[src/logic/tvb_map.svh]
// Purpose: Register offsets, field positions and reset values of the trip vote block.
// Assumes: Byte addresses on an 8-bit register port with 32-bit data.
// Notes:   Definitions only; included by the design module and the bench.
`ifndef TVB_MAP_SVH
`define TVB_MAP_SVH
`define TVB_ADDR_W        8
`define TVB_OFS_STATUS    8'h00
`define TVB_OFS_CLEAR     8'h04
`define TVB_OFS_ENABLE    8'h08
`define TVB_OFS_STATE     8'h0C
`define TVB_EV_W          4
`define TVB_EV_TRIP       0
`define TVB_EV_BYP_EXCESS 1
`define TVB_EV_BLK_REFUSE 2
`define TVB_EV_BLK_DROP   3
`define TVB_ST_TRIP       0
`define TVB_ST_IR_LSB     4
`define TVB_ST_PRL_LSB    8
`define TVB_RST_EVENTS    4'h0
`define TVB_RST_ENABLE    4'h0
`define TVB_RST_DATA      32'h0000_0000
`endif

[src/logic/tvb_pkg.sv]
// Purpose: Types used by the trip vote block and its checks.
// Assumes: Constants come from tvb_map.svh.
// Notes:   Register select is one-hot so the read mux is a plain AND-OR.
package tvb_pkg;
  typedef logic [2:0] tvb_cnt_t;
  typedef enum logic [3:0] {
    TVB_SEL_STATUS = 4'h1,
    TVB_SEL_ENABLE = 4'h2,
    TVB_SEL_STATE  = 4'h4,
    TVB_SEL_NONE   = 4'h8
  } tvb_sel_t;
endpackage : tvb_pkg

[src/logic/tvb_trip_vote.sv]
// Purpose: Coincidence voting, channel bypass and manual range blocks for a trip output.
// Assumes: Demands, permissives and monitor data come from channel logic on clk_in;
//          operator switches (manual trip, injection trip, bypass, block) are asynchronous.
// Notes:   The trip output latches until rst_n_in; software only sees, masks and clears events.
//
// Local design decisions: strobed register access and the register addresses.
`timescale 1ns/100ps
`include "tvb_map.svh"

// What this block does
// Manual range block request is taken only while the P-10 permissive is active.
// An active range block drops by itself when the P-10 permissive goes away.
// Each channel set has its own block control for each blockable range trip.
// Manual and injection trips cannot be bypassed; bypass only touches other channels.
// One bypassed channel: remaining channels vote two of three, indefinitely.
// Two bypassed channels: remaining channels vote one of two, indefinitely.
// Three or more bypass requests on one function force a trip.
// A channel under on-line test is bypassed without any manual command.
// Maintenance staff bypass a channel manually before servicing it.
// Each loop hot-leg power signal is the average of its two opposed monitors.
// Every trip function takes four redundant channel demands, one per channel set.
// With no bypass, two of four active demands trip the function.
// Removing a bypass returns voting to the coincidence for the bypasses left.
// Bypass never alters setpoints; only the coincidence vote changes.
// Four excore detectors each deliver four vertical section signals.
// Vote every cycle; registered trip output stays set until reset.
module tvb_trip_vote
  import tvb_pkg::*;
#(
  parameter int NUM_FUNC = 4,   // Bypassable trip functions.
  parameter int NUM_LOOP = 4,   // Coolant loops.
  parameter int DATA_W   = 12   // Monitor and detector sample width.
) (
  input  wire logic                     clk_in,          // 20 MHz clock.
  input  wire logic                     rst_n_in,        // Synchronous reset, active low.
  input  wire logic [NUM_FUNC*4-1:0]    demand_in,       // Channel demands, 4 per function.
  input  wire logic [NUM_FUNC*4-1:0]    bypass_req_in,   // Manual bypass switches.
  input  wire logic [3:0]               online_test_in,  // Channel set under on-line test.
  input  wire logic [3:0]               ir_demand_in,    // Intermediate range demands.
  input  wire logic [3:0]               prl_demand_in,   // Power range low demands.
  input  wire logic [3:0]               ir_block_req_in, // Intermediate block switches.
  input  wire logic [3:0]               prl_block_req_in,// Power range low block switches.
  input  wire logic [3:0]               p10_in,          // P-10 permissive per channel set.
  input  wire logic [1:0]               manual_trip_in,  // Manual trip switches.
  input  wire logic [1:0]               si_trip_in,      // Injection trip switches.
  input  wire logic [NUM_LOOP*DATA_W-1:0] n16_a_in,      // First hot-leg monitor per loop.
  input  wire logic [NUM_LOOP*DATA_W-1:0] n16_b_in,      // Opposed hot-leg monitor per loop.
  input  wire logic [16*DATA_W-1:0]     axial_in,        // 4 detectors x 4 sections.
  input  wire logic [`TVB_ADDR_W-1:0]   addr_in,         // Register byte address.
  input  wire logic [31:0]              wr_data_in,      // Register write data.
  input  wire logic                     wr_in,           // Write strobe.
  input  wire logic                     rd_in,           // Read strobe.
  output logic [31:0]                   rd_data_out,     // Read data, cycle after rd_in.
  output logic                          trip_out,        // Latched trip demand.
  output logic                          irq_out,         // Enabled event pending.
  output logic [3:0]                    ir_block_out,    // Intermediate blocks in force.
  output logic [3:0]                    prl_block_out,   // Power range low blocks in force.
  output logic [NUM_LOOP*DATA_W-1:0]    n16_avg_out,     // Hot-leg average per loop.
  output logic [16*DATA_W-1:0]          axial_out        // Registered section signals.
);

  localparam int SW = NUM_FUNC * 4 + 12;

  initial begin
    if (NUM_FUNC < 1 || NUM_LOOP < 1 || DATA_W < 1 || DATA_W > 30) begin
      $error("tvb_trip_vote: unsupported parameter values");
    end
  end

  // Counts the bypassed channels of one function.
  function automatic tvb_cnt_t byp_count(input logic [3:0] byp);
    byp_count = tvb_cnt_t'(byp[0]) + tvb_cnt_t'(byp[1]) + tvb_cnt_t'(byp[2])
              + tvb_cnt_t'(byp[3]);
  endfunction : byp_count

  // Coincidence vote: the demand count needed shrinks as channels leave the vote.
  function automatic logic vote(input logic [3:0] dem, input logic [3:0] byp);
    tvb_cnt_t nb;
    tvb_cnt_t nd;
    nb = byp_count(byp);
    nd = byp_count(dem & ~byp);
    if (nb >= 3'd3) begin
      vote = 1'b1;
    end else if (nb == 3'd2) begin
      vote = (nd >= 3'd1);
    end else begin
      vote = (nd >= 3'd2);
    end
  endfunction : vote

  // Switches pass three flops; a set is taken once stages two and three agree, a release as soon as they differ.
  logic [SW-1:0] sync1;
  logic [SW-1:0] sync2;
  logic [SW-1:0] sync3;
  logic [SW-1:0] sw;
  wire  [SW-1:0] raw_sw = {bypass_req_in, ir_block_req_in, prl_block_req_in,
                           manual_trip_in, si_trip_in};

  always_ff @(posedge clk_in) begin
    if (!rst_n_in) begin
      sync1 <= '0;
      sync2 <= '0;
      sync3 <= '0;
      sw    <= '0;
    end else begin
      sync1 <= raw_sw;
      sync2 <= sync1;
      sync3 <= sync2;
      sw    <= (sw & ~(sync2 ^ sync3)) | (sync2 & ~(sync2 ^ sync3));
    end
  end

  wire [NUM_FUNC*4-1:0] byp_sw   = sw[SW-1:12];
  wire [3:0]            ir_req   = sw[11:8];
  wire [3:0]            prl_req  = sw[7:4];
  wire [1:0]            man_trip = sw[3:2];
  wire [1:0]            si_trip  = sw[1:0];

  // Per-channel-set range blocks.
  logic [3:0] ir_blk;
  logic [3:0] prl_blk;
  logic [3:0] ir_req_q;
  logic [3:0] prl_req_q;
  wire  [3:0] next_ir_blk  = (ir_blk | ir_req) & p10_in;
  wire  [3:0] next_prl_blk = (prl_blk | prl_req) & p10_in;
  wire  [3:0] req_rise     = (ir_req & ~ir_req_q) | (prl_req & ~prl_req_q);
  wire        blk_refused  = |(req_rise & ~p10_in);
  wire        blk_dropped  = |((ir_blk | prl_blk) & ~p10_in);

  // Range trips vote 2 of 4 with blocked channels simply not demanding.
  wire ir_trip  = vote(ir_demand_in & ~ir_blk, 4'h0);
  wire prl_trip = vote(prl_demand_in & ~prl_blk, 4'h0);

  // Effective bypass per function: manual switch or on-line test.
  logic [NUM_FUNC-1:0] func_trip;
  logic [NUM_FUNC-1:0] func_excess;
  genvar gf;
  generate
    for (gf = 0; gf < NUM_FUNC; gf++) begin : g_func
      wire [3:0] byp_eff = byp_sw[gf*4 +: 4] | online_test_in;
      assign func_trip[gf]   = vote(demand_in[gf*4 +: 4], byp_eff);
      assign func_excess[gf] = (byp_count(byp_eff) >= 3'd3);
    end
  endgenerate

  // Manual and injection trips enter past the bypass logic.
  wire any_trip  = (|func_trip) | ir_trip | prl_trip | (|man_trip) | (|si_trip);
  wire next_trip = trip_out | any_trip;

  always_ff @(posedge clk_in) begin
    if (!rst_n_in) begin
      trip_out      <= 1'b0;
      ir_blk        <= 4'h0;
      prl_blk       <= 4'h0;
      ir_req_q      <= 4'h0;
      prl_req_q     <= 4'h0;
      ir_block_out  <= 4'h0;
      prl_block_out <= 4'h0;
    end else begin
      trip_out      <= next_trip;
      ir_blk        <= next_ir_blk;
      prl_blk       <= next_prl_blk;
      ir_req_q      <= ir_req;
      prl_req_q     <= prl_req;
      ir_block_out  <= next_ir_blk;
      prl_block_out <= next_prl_blk;
    end
  end

  // Monitor averaging and detector capture.
  logic [NUM_LOOP*DATA_W-1:0] next_avg;
  genvar gl;
  generate
    for (gl = 0; gl < NUM_LOOP; gl++) begin : g_loop
      wire [DATA_W:0] sum = {1'b0, n16_a_in[gl*DATA_W +: DATA_W]}
                          + {1'b0, n16_b_in[gl*DATA_W +: DATA_W]};
      assign next_avg[gl*DATA_W +: DATA_W] = sum[DATA_W:1];
    end
  endgenerate

  always_ff @(posedge clk_in) begin
    if (!rst_n_in) begin
      n16_avg_out <= '0;
      axial_out   <= '0;
    end else begin
      n16_avg_out <= next_avg;
      axial_out   <= axial_in;
    end
  end

  // Register port: events are sticky, a set in the clear cycle wins.
  logic [`TVB_EV_W-1:0] status;
  logic [`TVB_EV_W-1:0] enable;
  logic [`TVB_EV_W-1:0] events;
  assign events[`TVB_EV_TRIP]       = next_trip & ~trip_out;
  assign events[`TVB_EV_BYP_EXCESS] = |func_excess;
  assign events[`TVB_EV_BLK_REFUSE] = blk_refused;
  assign events[`TVB_EV_BLK_DROP]   = blk_dropped;

  tvb_sel_t sel;
  assign sel = (addr_in == `TVB_OFS_STATUS) ? TVB_SEL_STATUS :
               (addr_in == `TVB_OFS_ENABLE) ? TVB_SEL_ENABLE :
               (addr_in == `TVB_OFS_STATE)  ? TVB_SEL_STATE  : TVB_SEL_NONE;
  wire clr_hit = wr_in && (addr_in == `TVB_OFS_CLEAR);
  wire en_hit  = wr_in && (addr_in == `TVB_OFS_ENABLE);
  wire [`TVB_EV_W-1:0] clr_bits = clr_hit ? wr_data_in[`TVB_EV_W-1:0] : '0;
  wire [`TVB_EV_W-1:0] next_status = (status & ~clr_bits) | events;
  wire [`TVB_EV_W-1:0] next_enable = en_hit ? wr_data_in[`TVB_EV_W-1:0] : enable;

  logic [31:0] state_word;
  always_comb begin
    state_word = `TVB_RST_DATA;
    state_word[`TVB_ST_TRIP] = trip_out;
    state_word[`TVB_ST_IR_LSB +: 4]  = ir_blk;
    state_word[`TVB_ST_PRL_LSB +: 4] = prl_blk;
  end

  wire [31:0] read_mux =
      ({32{sel == TVB_SEL_STATUS}} & {{(32-`TVB_EV_W){1'b0}}, status}) |
      ({32{sel == TVB_SEL_ENABLE}} & {{(32-`TVB_EV_W){1'b0}}, enable}) |
      ({32{sel == TVB_SEL_STATE}}  & state_word);

  always_ff @(posedge clk_in) begin
    if (!rst_n_in) begin
      status      <= `TVB_RST_EVENTS;
      enable      <= `TVB_RST_ENABLE;
      rd_data_out <= `TVB_RST_DATA;
      irq_out     <= 1'b0;
    end else begin
      status      <= next_status;
      enable      <= next_enable;
      rd_data_out <= rd_in ? read_mux : `TVB_RST_DATA;
      irq_out     <= |(next_status & next_enable);
    end
  end
endmodule : tvb_trip_vote

[config.mk]
export PLATFORM = sky130hd
export DESIGN_NAME = tvb_trip_vote
export DESIGN_NICKNAME = d
export VERILOG_FILES = /design/src/logic/tvb_pkg.sv /design/src/logic/tvb_trip_vote.sv
export VERILOG_INCLUDE_DIRS = /design/src /design/src/logic
export SDC_FILE = /design/constraint.sdc
export NUM_CORES = 1
export LEC_CHECK = 0
export BUFFER_PORTS_ARGS = -buffer_cell sky130_fd_sc_hd__buf_4
export CAP_MARGIN = 10
export CORE_AREA = 2 2 266 268
export DETAILED_ROUTE_END_ITERATION = 8
export DIE_AREA = 0 0 268 270
export GPL_TIMING_DRIVEN = 0
export PLACE_DENSITY = 0.44
export REMOVE_ABC_BUFFERS = 1
export SLEW_MARGIN = 20
export SYNTH_ARGS = -nofsm -noshare
export SYNTH_HDL_FRONTEND = slang
export SYNTH_SLANG_ARGS = --single-unit
[constraint.sdc]
create_clock -name clk_in -period 2.85 [get_ports clk_in]
set_input_delay 0.1425 -clock clk_in [delete_from_list [all_inputs] [get_ports clk_in]]
set_output_delay 0.1425 -clock clk_in [all_outputs]
set_load 0.05 [all_outputs]
Yosys cells after proc, flatten, opt, wreduce, memory -nomap -nowiden:

Index checks and enable logic that the tools add are counted.

* flip-flop bits (word level): 410
* latch bits: 0
* memories kept: 0
* logic and storage cells: 147
* memory bits (writable): 0
* output and inout bits: 282
* bits in read-only memories: 0
* bits of input ports: 392

* multiply operators: 0
* order comparisons: 14
* reductions and logical operators: 11
* shift operators: 0
* divide/modulo/power cells: 0
* equality and inequality tests: 10
* bitwise operators: 50
* add/sub/neg operators: 34
* multiplexer cells: 13

Operators by type and width (count)
* $and A32 B4 Y32: 2
* $or A32 B32 Y32: 2
* $and A28 B28 Y28: 2
* $and A4 B4 Y4: 14
* $add A12 B12 Y13: 4
* $not A4 Y4: 10
* $or A4 B4 Y4: 9
* $and A32 B12 Y32: 1
* $add A2 B1 Y3: 10
* $add A3 B1 Y3: 10
* $ge A3 B2 Y1 const B: 10
* $not A28 Y28: 1
* $or A28 B28 Y28: 1
* $xor A28 B28 Y28: 1
* $add A1 B1 Y2: 10
* $mux W4: 5
* $reduce_or A4 Y1: 5
* $eq A8 B4 Y1 const B: 2
* $eq A3 B2 Y1 const B: 4
* $ge A3 B1 Y1 const B: 4
* $eq A8 B3 Y1 const B: 1
* $logic_not A8 Y1: 1
* $mux W1: 8
* $or A1 B1 Y1: 5
* other kinds (8): 10

Depth between registers and ports, before layout:

Gate-level depths: netlist of the first run.

* depth after elaboration: 19
* depth in mapped cells: 12
* gate-level depth less buffers: 12

Least setup slack after synthesis of the first run:

OpenSTA, ideal clock, no wires.

* kind: reg2reg
* from: register sw[16]
* to: register irq_out
* stages on the path, launching flop included: 11
* arrival time: 2713 ps
* library setup time: 134 ps
* slack: 3 ps
* cells stage by stage: dfxtp_1 > or2_2 > fa_1 > ha_1 > ha_1 > nor2b_1 > a32oi_1 > nand4_1 > or4_4 > a32oi_2 > o22ai_1

* longest elaborated chain between the ends: 19
* elaborated cells between the ends (all ways): 26
* those cells by class: add/sub: 6; order compare: 3; eq/ne: 1; mux: 2; bitwise: 11; reduce/logical: 3

RTL lines
* from (decl): line tvb_trip_vote.sv:95 `logic [SW-1:0] sw;`
* from (signal assigned): line tvb_trip_vote.sv:109 `sw <= (sw & ~(sync2 ^ sync3)) | (sync2 & ~(sync2 ^ sync3));`
* $or A4 B4 Y4 (*): line tvb_trip_vote.sv:140 `wire [3:0] byp_eff = byp_sw[gf*4 +: 4] | online_test_in;`
* $not A4 Y4: line tvb_trip_vote.sv:81 `nd = byp_count(dem & ~byp);`
* $and A4 B4 Y4: line tvb_trip_vote.sv:81
* $add A1 B1 Y2: line tvb_trip_vote.sv:72 `byp_count = tvb_cnt_t'(byp[0]) + tvb_cnt_t'(byp[1]) + tvb_cnt_t'(byp[2])`
* $add A2 B1 Y3: line tvb_trip_vote.sv:72
* $add A3 B1 Y3: line tvb_trip_vote.sv:73 `+ tvb_cnt_t'(byp[3]);`
* $ge A3 B2 Y1 / $ge A3 B1 Y1 (equally long branches): line tvb_trip_vote.sv:87, tvb_trip_vote.sv:85
* $mux W1: line tvb_trip_vote.sv:84 `end else if (nb == 3'd2) begin`
* $mux W1: line tvb_trip_vote.sv:82 `if (nb >= 3'd3) begin`
* $reduce_or A4 Y1: line tvb_trip_vote.sv:147 `wire any_trip = (|func_trip) | ir_trip | prl_trip | (|man_trip) | (|si_trip);`
* $or A1 B1 Y1 (4 in series): line tvb_trip_vote.sv:147
* $or A1 B1 Y1: line tvb_trip_vote.sv:148 `wire next_trip = trip_out | any_trip;`
* $and A1 B1 Y1: line tvb_trip_vote.sv:195 `` assign events[`TVB_EV_TRIP] = next_trip & ~trip_out; ``
* $or A4 B4 Y4 (*): line tvb_trip_vote.sv:207 `` wire [`TVB_EV_W-1:0] next_status = (status & ~clr_bits) | events; ``
* $and A4 B4 Y4 (*): line tvb_trip_vote.sv:233 `irq_out <= |(next_status & next_enable);`
* $reduce_or A4 Y1 (*): line tvb_trip_vote.sv:233
* to (signal assigned): line tvb_trip_vote.sv:233
* to (decl): line tvb_trip_vote.sv:55 `output logic irq_out,`

Every way passes the cells marked *; elsewhere a longest branch is shown, timed or not.
A chain may end at the register's enable or synchronous reset.

Worst setup path in the final report of the first run:

* from: register sw[23]
* to: register irq_out

* longest elaborated chain between the ends: 17
* elaborated cells between the ends (all ways): 22
* those cells by class: add/sub: 2; order compare: 3; eq/ne: 1; mux: 2; bitwise: 11; reduce/logical: 3

RTL lines (line)
* $or A4 B4 Y4 (*): tvb_trip_vote.sv:140
* $not A4 Y4: tvb_trip_vote.sv:81
* $and A4 B4 Y4: tvb_trip_vote.sv:81
* $add A3 B1 Y3: tvb_trip_vote.sv:73
* $ge A3 B2 Y1 / $ge A3 B1 Y1 (equally long branches): tvb_trip_vote.sv:87, tvb_trip_vote.sv:85
* $mux W1: tvb_trip_vote.sv:84
* $mux W1: tvb_trip_vote.sv:82
* $reduce_or A4 Y1: tvb_trip_vote.sv:147
* $or A1 B1 Y1 (4 in series): tvb_trip_vote.sv:147
* $or A1 B1 Y1: tvb_trip_vote.sv:148
* $and A1 B1 Y1: tvb_trip_vote.sv:195
* $or A4 B4 Y4 (*): tvb_trip_vote.sv:207
* $and A4 B4 Y4 (*): tvb_trip_vote.sv:233
* $reduce_or A4 Y1 (*): tvb_trip_vote.sv:233

Marked as above.

==> summary.log, run 1 <==
[cells_and_area] relative area change from synthesis to final layout 72.9%
[timing] number of endpoints with negative hold slack in the final report 0
[synthesis] number of synthesized register bits 390
[synthesis] Main synth FF type dfxtp_1
[worst_hold_path] type of the tightest min-delay check input pin to flop
[clock_tree] CTS root buf clkbuf_16
[timing] Post-Route Skew 0.00987 ns
[cells_and_area] Post-Layout Inst Area 24600 um2
[route] sum of met2 wire segment lengths after detailed routing 25800 um
[critical_path] type of element capturing the critical path flop
[timing] min Tclk post-route 2.85 ns
[power] total power of the final layout 15000 uW
[power] Cell Pwr Density 610 nW/um2
[place] total placed instance area 19900 um2
[die] die extent in y 270 um
[synthesis] Synth cell types 59
[critical_path] cell type of the slowest stage on the worst timing path fa_1
[timing] Final Slew Violations 0
[clock_tree] clock tree sinks 390
[place] RD Place Congestion 0.842
[outcome] run status finished, final reports clean
[clock_tree] Num CTS Buffers 48
[global_routing] number of antenna violations at the first check in global routing 9
[run] max-capacitance violation count 0
[cells_and_area] filler cell count in the final layout 7056
[cells_and_area] share of layout cells above drive strength 1 0.332
[route] DRC violations left 0
[route] via count of the routed design 12400
[timing] FMAX 351 MHz
[clock_tree] maximum clock path buffer count 3
[global_routing] global-route wire length before repair 77500 um
[clock_tree] worst-skew pair later-pin latency 0.57 ns
[route] length of routed met3 wiring 3980 um
[synthesis] cells after synthesis 1355
[timing] part of the cycle the worst path needs 0.999
[route] DR pass1 iterations 4
[critical_path] delay of the slowest cell on the worst path 0.46 ns
[die] area of the core region 69500 um2
[cells_and_area] Total Nets Final 2771
[synthesis] Ys Warns 0
[synthesis] sequential element share of the synthesized area 0.549
[synthesis] Cell Area, Synth 14200 um2
[critical_path] type of element launching the critical path flop
[global_routing] total grt overflow 0
[critical_path] maximum net fanout on the critical path 2
[synthesis] share of flip-flops with an asynchronous set or reset after synthesis 0
[route] drt via density 3.82
[critical_path] required time worst endpoint 3.28 ns
[cells_and_area] Layout Cells excl Fill 3251
[cells_and_area] most used cells in the layout excluding fill and tap cells buf_4 (630), dfxtp_1 (385), and2_1 (299)
[clock_tree] H-tree Lvls 2
[critical_path] Worst Path Class, Setup flop to flop
[timing] worst hold margin 0.0460 ns
[timing] PnR worst setup slack 0.00287 ns
[clock_tree] Clk pin slew, worst setup/hold paths 0.06 ns
[global_routing] combined global-route utilization of all metal layers 0.140
[die] Boundary Pins 674
[timing] setup repair after global routing missed its margin yes
[power] worst IR drop on VDD 522 uV
[global_routing] largest net degree at the start of global routing 116
[route] average wire per standard cell 15.8 um
[route] number of nets with antenna violations after detailed routing 0
[place] number of buffer cells added on primary ports 625
[timing] Slew HR 0.555
[route] DR iter-0 viols 352
[synthesis] average footprint of a synthesized cell 10.5 um2
[timing] Final Setup Violations 0
[die] width of the die 268 um
[die] standard-cell row count 97
[cells_and_area] most common cell after layout, fill and taps aside buf_4
[route] overall routed net length 51500 um
[global_routing] via count of the first global-routing pass 13700
[route] Post-Route M1 WL 19000 um
[timing] slew at the pin closest to its max-slew limit 0.665 ns
[route] top routing layer in use met5
[power] leakage component of the power 0.0113 uW
[die] die area 72400 um2
[critical_path] cells along the critical path or2_2 > fa_1 > ha_2 > ha_1 > a32oi_1 > nand4_1 > or4_4 > a32oi_2 > o22ai_1
[place] number of cells in the design after placement 2877
[clock_tree] TritonCTS clock tree yes
[place] worst slack at placement -0.358 ns
[critical_path] Arr. time, crit path 3.28 ns
[synthesis] number of enable flip-flop cells after synthesis 0
[place] detailed-placement wirelength estimate 39100 um
[die] Starting Density 0.205
## report_power, final
part,switching (uW),internal (uW)
combinational,1710,1330
clock,2390,3730
sequential,86.0,5740
total,4190,10800
## worst paths after layout
path	start	to	slack [ns]	cells past startpoint
setup / recovery	sw[23]$_SDFF_PN0_	irq_out$_SDFF_PN0_	0.003	9
hold reg to reg	sync1[26]$_SDFF_PN0_	sync2[26]$_SDFF_PN0_	0.43	1
setup reg to reg	sw[23]$_SDFF_PN0_	irq_out$_SDFF_PN0_	0.003	9
hold / removal	n16_b_in[8]	n16_avg_out[7]$_SDFF_PN0_	0.05	4
## cell type report
cell class / count / area (um2) / share of cell area
antenna: 3 / 7.51 / 0.000305
clock buffer: 72 / 1390 / 0.0566
clock inverter: 17 / 196 / 0.00799
inverter: 74 / 283 / 0.0115
multi-input combinational: 845 / 6130 / 0.249
sequential: 390 / 7810 / 0.318
tap: 940 / 1180 / 0.0478
timing repair buffer: 910 / 7590 / 0.309
## cell usage after synthesis (all sizes together), types with 2 or more instances
| cell type | n | area [um2] |
|---|---|---|
| o22ai | 5 | 31.3 |
| a21boi | 4 | 30.0 |
| a32oi | 2 | 25.0 |
| nor4b | 4 | 35.0 |
| clkbuf | 42 | 158 |
| nand4 | 12 | 75.1 |
| and2 | 301 | 1880 |
| a21oi | 39 | 195 |
| o211ai | 2 | 15.0 |
| xnor2 | 13 | 114 |
| or2 | 14 | 87.6 |
| a22oi | 5 | 37.5 |
| a31o | 2 | 17.5 |
| nand2 | 26 | 97.6 |
| nor2b | 9 | 63.8 |
| nand3b | 5 | 37.5 |
| fa | 14 | 280 |
| nor2 | 102 | 383 |
| inv | 74 | 278 |
| nor3 | 33 | 165 |
| xor2 | 4 | 35.0 |
| mux2i | 12 | 120 |
| dfxtp | 390 | 7810 |
| or4b | 2 | 20.0 |
| a31oi | 5 | 31.3 |
| nand4b | 5 | 43.8 |
| o311a | 2 | 20.0 |
| nand3 | 7 | 35.0 |
| o32ai | 3 | 26.3 |
| nor4 | 2 | 18.8 |
| nand2b | 14 | 87.6 |
| ha | 96 | 1200 |
| a21o | 11 | 82.6 |
| a211o | 3 | 26.3 |
| o21a | 27 | 203 |
| o32a | 4 | 40.0 |
| a2111oi | 2 | 23.8 |
| buf | 23 | 164 |
| o21ai | 22 | 110 |
## critical path, delay by kind of cell (launching register included)
kind	cells	cell delay, ns
DFF	1	0.31
adders and majority gates	3	0.98
and+or+nand+nor	3	0.96
AOI/OAI and AO/OA	3	0.48
## kinds of logic after synthesis
logic type | synth area share
simple gates | 0.216
fa+ha+maj | 0.104
xor+xnor | 0.0105
mux | 0.00924
other cells | 0.000264
flops | 0.549
compound gates | 0.0685
buf+inv | 0.0421
## sequential cells by signal (all words and copies together), names as in the netlist, 4 cells and up
name,cells
rd_data_out,12
n16_avg_out,48
sync1,28
status,4
axial_out,192
ir_blk,4
sync2,28
enable,4
sync3,28
prl_blk,4
prl_req_q,4
sw,28
ir_req_q,4
## per-layer routing
| metal | vias up | global-route usage |
|---|---|---|
| met5 | - | 0 |
| met4 | 12 | 0.0673 |
| met3 | 123 | 0.0465 |
| met2 | 410 | 0.251 |
| met1 | 5640 | 0.146 |
| li1 | 6226 | - |
## metrics by stage
step                setup TNS (ns)  utilization
finish                           0        0.354
global route                -0.115        0.354
CTS                         -0.173        0.351
detailed placement          -0.869        0.287
global placement           -239.01        0.285
floorplan                  -0.0537            -
## timing repair
| action | CTS | global route |
|---|---|---|
| hold buffers | 276 | 0 |
| pin swaps | 13 | 26 |
| buffers inserted | 2 | 4 |
| setup endpoints to repair | 3 | 3 |
| endpoints found under the hold margin | 260 | 0 |
| resized for setup | 26 | 33 |
(Power assumes the default switching activity.)
==> inputs of run 2 (changes only) <==
--- a/config.mk
+++ b/config.mk
@@ -6,13 +6,13 @@
 export SDC_FILE = /design/constraint.sdc
 export NUM_CORES = 1
 export LEC_CHECK = 0
+export ABC_AREA = 1
 export BUFFER_PORTS_ARGS = -buffer_cell sky130_fd_sc_hd__buf_4
 export CAP_MARGIN = 10
-export CORE_AREA = 2 2 266 268
+export CORE_AREA = 2 2 263 265
 export DETAILED_ROUTE_END_ITERATION = 8
-export DIE_AREA = 0 0 268 270
-export GPL_TIMING_DRIVEN = 0
-export PLACE_DENSITY = 0.44
+export DIE_AREA = 0 0 265 267
+export PLACE_DENSITY = 0.46
 export REMOVE_ABC_BUFFERS = 1
 export SLEW_MARGIN = 20
 export SYNTH_ARGS = -nofsm -noshare
==> summary.log, run 2 <==
[power] total power of the final layout 14900 uW [was 15000 uW]
[global_routing] number of antenna violations at the first check in global routing 15 [was 9]
[clock_tree] Clk pin slew, worst setup/hold paths 0.06 ns [about the same]
[timing] FMAX 392 MHz [was 351 MHz]
[worst_hold_path] worst hold path startpoint n16_a_in[38] [was n16_b_in[8]]
[synthesis] sequential element share of the synthesized area 0.517 [was 0.549]
[route] via count of the routed design 14400 [was 12400]
[global_routing] total grt overflow 0 [unchanged]
[power] Cell Pwr Density 590 nW/um2 [was 610 nW/um2]
[die] standard-cell row count 96 [was 97]
[die] die extent in y 267 um [was 270 um]
[die] Starting Density 0.222 [was 0.205]
[critical_path] cell mode on critical path nand2_1
[synthesis] number of enable flip-flop cells after synthesis 0 [unchanged]
[critical_path] setup slack on the worst flop-to-flop path 0.30 ns [was 0.003 ns]
[timing] number of endpoints with negative hold slack in the final report 0 [unchanged]
[clock_tree] clock tree sinks 390 [unchanged]
[power] leakage component of the power 0.0139 uW [was 0.0113 uW]
[route] drt via density 3.91 [was 3.82]
[critical_path] delay of the slowest cell on the worst path 0.49 ns [was 0.46 ns]
[die] area of the core region 68000 um2 [was 69500 um2]
[global_routing] largest net degree at the start of global routing 119 [was 116]
[synthesis] most area-consuming cells after synthesis dfxtp_1 (52%), nand2_1 (11%), inv_1 (10%), ha_1 (7.9%), nor2_1 (3.3%) [was dfxtp_1 (55%), and2_1 (13%), ha_1 (8.4%), nor2_1 (2.7%), fa_1 (2.0%)]
[worst_hold_path] type of the tightest min-delay check input pin to flop [unchanged]
[synthesis] Synth cell types 36 [was 59]
[synthesis] cells after synthesis 1842 [was 1355]
[synthesis] Cell Area, Synth 15100 um2 [was 14200 um2]
[place] RD Place Congestion 0.850 [was 0.842]
[die] die area 70800 um2 [was 72400 um2]
[cells_and_area] Top reg by flops axial_out [unchanged]
[place] number of buffer cells added on primary ports 625 [unchanged]
[timing] Post-Route Skew 0.0190 ns [was 0.00987 ns]
[critical_path] cell type of the slowest stage on the worst timing path fa_1 [unchanged]
[clock_tree] Num CTS Buffers 47 [was 48]
[timing] setup repair after global routing missed its margin no [was yes]
[synthesis] number of synthesized register bits 390 [unchanged]
[cells_and_area] Total Nets Final 3269 [was 2771]
[outcome] run status finished, final reports clean [unchanged]
[worst_hold_path] number of instances on the worst hold path 3 [was 4]
[timing] Final Slew Violations 0 [unchanged]
[clock_tree] worst-skew pair later-pin latency 0.56 ns [was 0.57 ns]
[timing] min Tclk post-route 2.55 ns [was 2.85 ns]
[route] DR pass1 iterations 5 [was 4]
[die] Boundary Pins 674 [unchanged]
[clock_tree] number of resized instances in the post-cts repair step 0 [was 26]
[power] worst IR drop on VDD 437 uV [was 522 uV]
[critical_path] Arr. time, crit path 3.01 ns [was 3.28 ns]
[critical_path] Worst Path Class, Setup flop to flop [unchanged]
[route] DRC violations left 0 [unchanged]
[synthesis] top cell type's share of synthesized area 0.517 [was 0.549]
[clock_tree] H-tree Lvls 2 [unchanged]
[cells_and_area] share of layout cells above drive strength 1 0.273 [was 0.332]
[synthesis] leading post-synthesis cells by instance count nand2_1 (438), inv_1 (415), dfxtp_1 (390) [was dfxtp_1 (390), and2_1 (301), nor2_1 (102)]
[worst_hold_path] endpoint with the worst hold slack n16_avg_out[37]$_SDFF_PN0_ [was n16_avg_out[7]$_SDFF_PN0_]
[cells_and_area] most used cells in the layout excluding fill and tap cells buf_4 (624), nand2_1 (438), inv_1 (414) [was buf_4 (630), dfxtp_1 (385), and2_1 (299)]
[cells_and_area] most common cell after layout, fill and taps aside buf_4 [unchanged]
[timing] part of the cycle the worst path needs 0.895 [was 0.999]
[critical_path] type of element launching the critical path flop [unchanged]
[global_routing] via count of the first global-routing pass 15100 [was 13700]
[cells_and_area] flip-flop count of the largest register after layout 192 [unchanged]
[critical_path] type of element capturing the critical path flop [unchanged]
[global_routing] combined global-route utilization of all metal layers 0.147 [was 0.140]
[synthesis] library cell with the highest instance count after synthesis nand2_1 [was dfxtp_1]
[die] width of the die 265 um [was 268 um]
[clock_tree] maximum clock path buffer count 3 [unchanged]
[critical_path] Crit Reg-Reg Endpoint irq_out$_SDFF_PN0_ [unchanged]
[timing] setup_tns 0 ns [unchanged]
[cells_and_area] relative area change from synthesis to final layout 66.7% [was 72.9%]
[critical_path] Reg2Reg Launch Point sw[16]$_SDFF_PN0_ [was sw[23]$_SDFF_PN0_]
[critical_path] number of cells on the worst reg-to-reg path 14 [was 9]
[synthesis] Main synth FF type dfxtp_1 [unchanged]
[route] DR iter-0 viols 505 [was 352]
[run] max-capacitance violation count 0 [unchanged]
[place] detailed-placement wirelength estimate 41500 um [was 39100 um]
[timing] Slew HR 0.622 [was 0.555]
[clock_tree] CTS root buf clkbuf_16 [unchanged]
[critical_path] cells along the critical path or2_2 > fa_1 > ha_1 > ha_1 > inv_1 > nor2_1 > nand2_1 > nand3_1 > nor2_1 > nand3_1 > nand2_1 > nand2_1 > nand2_1 > nand2_1 [was or2_2 > fa_1 > ha_2 > ha_1 > a32oi_1 > nand4_1 > or4_4 > a32oi_2 > o22ai_1]
[synthesis] share of flip-flops with an asynchronous set or reset after synthesis 0 [unchanged]
[synthesis] Ys Warns 0 [unchanged]
[route] number of nets with antenna violations after detailed routing 0 [unchanged]
[route] overall routed net length 53600 um [was 51500 um]
[critical_path] required time worst endpoint 3.31 ns [was 3.28 ns]
[timing] slew at the pin closest to its max-slew limit 0.566 ns [was 0.665 ns]
[global_routing] global-route wire length before repair 81700 um [was 77500 um]
[route] average wire per standard cell 14.6 um [was 15.8 um]
[critical_path] maximum net fanout on the critical path 3 [was 2]
[synthesis] average footprint of a synthesized cell 8.20 um2 [was 10.5 um2]
[clock_tree] TritonCTS clock tree yes [unchanged]
[timing] Final Setup Violations 0 [unchanged]
[synthesis] cell taking the most area after synthesis dfxtp_1 [unchanged]
[cells_and_area] largest registers axial_out (192), n16_avg_out (48) [unchanged]
[run 2: critical path, delay by kind of cell, from the launching register on]
kind                       cells  cell delay [ns]
DFF                            1             0.31
buffers and inverters          1             0.06
adders and majority gates      3             1.00
and+or+nand+nor               10             1.08
[run 2: timing repair]
action | CTS | global route
buffers inserted | 0 | 0
hold buffers | 290 | 0
hold endpoints to repair | 291 | 0
[run 2: kinds of logic (layout without fill, tap and decap cells)]
group	after synthesis	in the layout	share of synthesized area
AO/OA/AOI/OAI	172	172	0.0661
other	1	22	0.000248
buffers and inverters	478	1414	0.127
flip-flops	390	390	0.517
adder cells (fa/ha/maj)	110	110	0.0980
AND/OR/NAND/NOR	691	691	0.192
[run 2: where the power goes]
part / switching, uW / leakage (uW) / total (uW) / internal, uW
logic: 1800 / 0.00991 / 3010 / 1210
registers: 85.9 / 0.00323 / 5820 / 5730
clock network: 2370 / 0.000758 / 6040 / 3670
[run 2: worst max path at each step]
stage | to | cells past startpoint | slack, ns | startpoint
after floorplan | irq_out$_SDFF_PN0_ | 14 | 0.57 | sw[16]$_SDFF_PN0_
after global placement | irq_out$_SDFF_PN0_ | 15 | 0.26 | online_test_in[0]
after detailed placement | irq_out$_SDFF_PN0_ | 15 | 0.27 | online_test_in[0]
after CTS | irq_out$_SDFF_PN0_ | 14 | 0.27 | sw[16]$_SDFF_PN0_
after global routing | irq_out$_SDFF_PN0_ | 14 | 0.10 | sw[16]$_SDFF_PN0_
final | irq_out$_SDFF_PN0_ | 14 | 0.30 | sw[16]$_SDFF_PN0_
[run 2: area by class of cell]
cell class / instances / area, um2
antenna: 2 / 5.00
clock buffer: 64 / 1350
clock inverter: 15 / 205
fill: 6964 / 42800
inverter: 415 / 1560
multi-input combinational: 993 / 5460
sequential: 390 / 7810
tap: 882 / 1100
timing repair buffer: 920 / 7700
[run 2: through the flow]
step            util  area, um2  cells  setup slack (ns)  hold WS, ns
2_1_floorplan      -      14800   1798             0.565        0.236
3_3_place_gp   0.305      20700   3310             0.265        0.322
3_5_place_dp   0.305      20700   3310             0.265        0.327
4_1_cts        0.370      25200   3679             0.275     0.000779
5_1_grt        0.371      25200   3681             0.102       0.0422
6_report       0.371      25200   3681             0.300       0.0471
[run 2: per-layer routing]
metal  vias to the layer above  routed length (um)  global-route usage  share of wire
li1                       7323                   -                   -              -
met1                      6529               20700               0.159           0.38
met2                       421               27500               0.271           0.51
met3                       108                3940              0.0483          0.073
met4                        10                1500              0.0463          0.028
met5                         -                  58                   0         0.0011
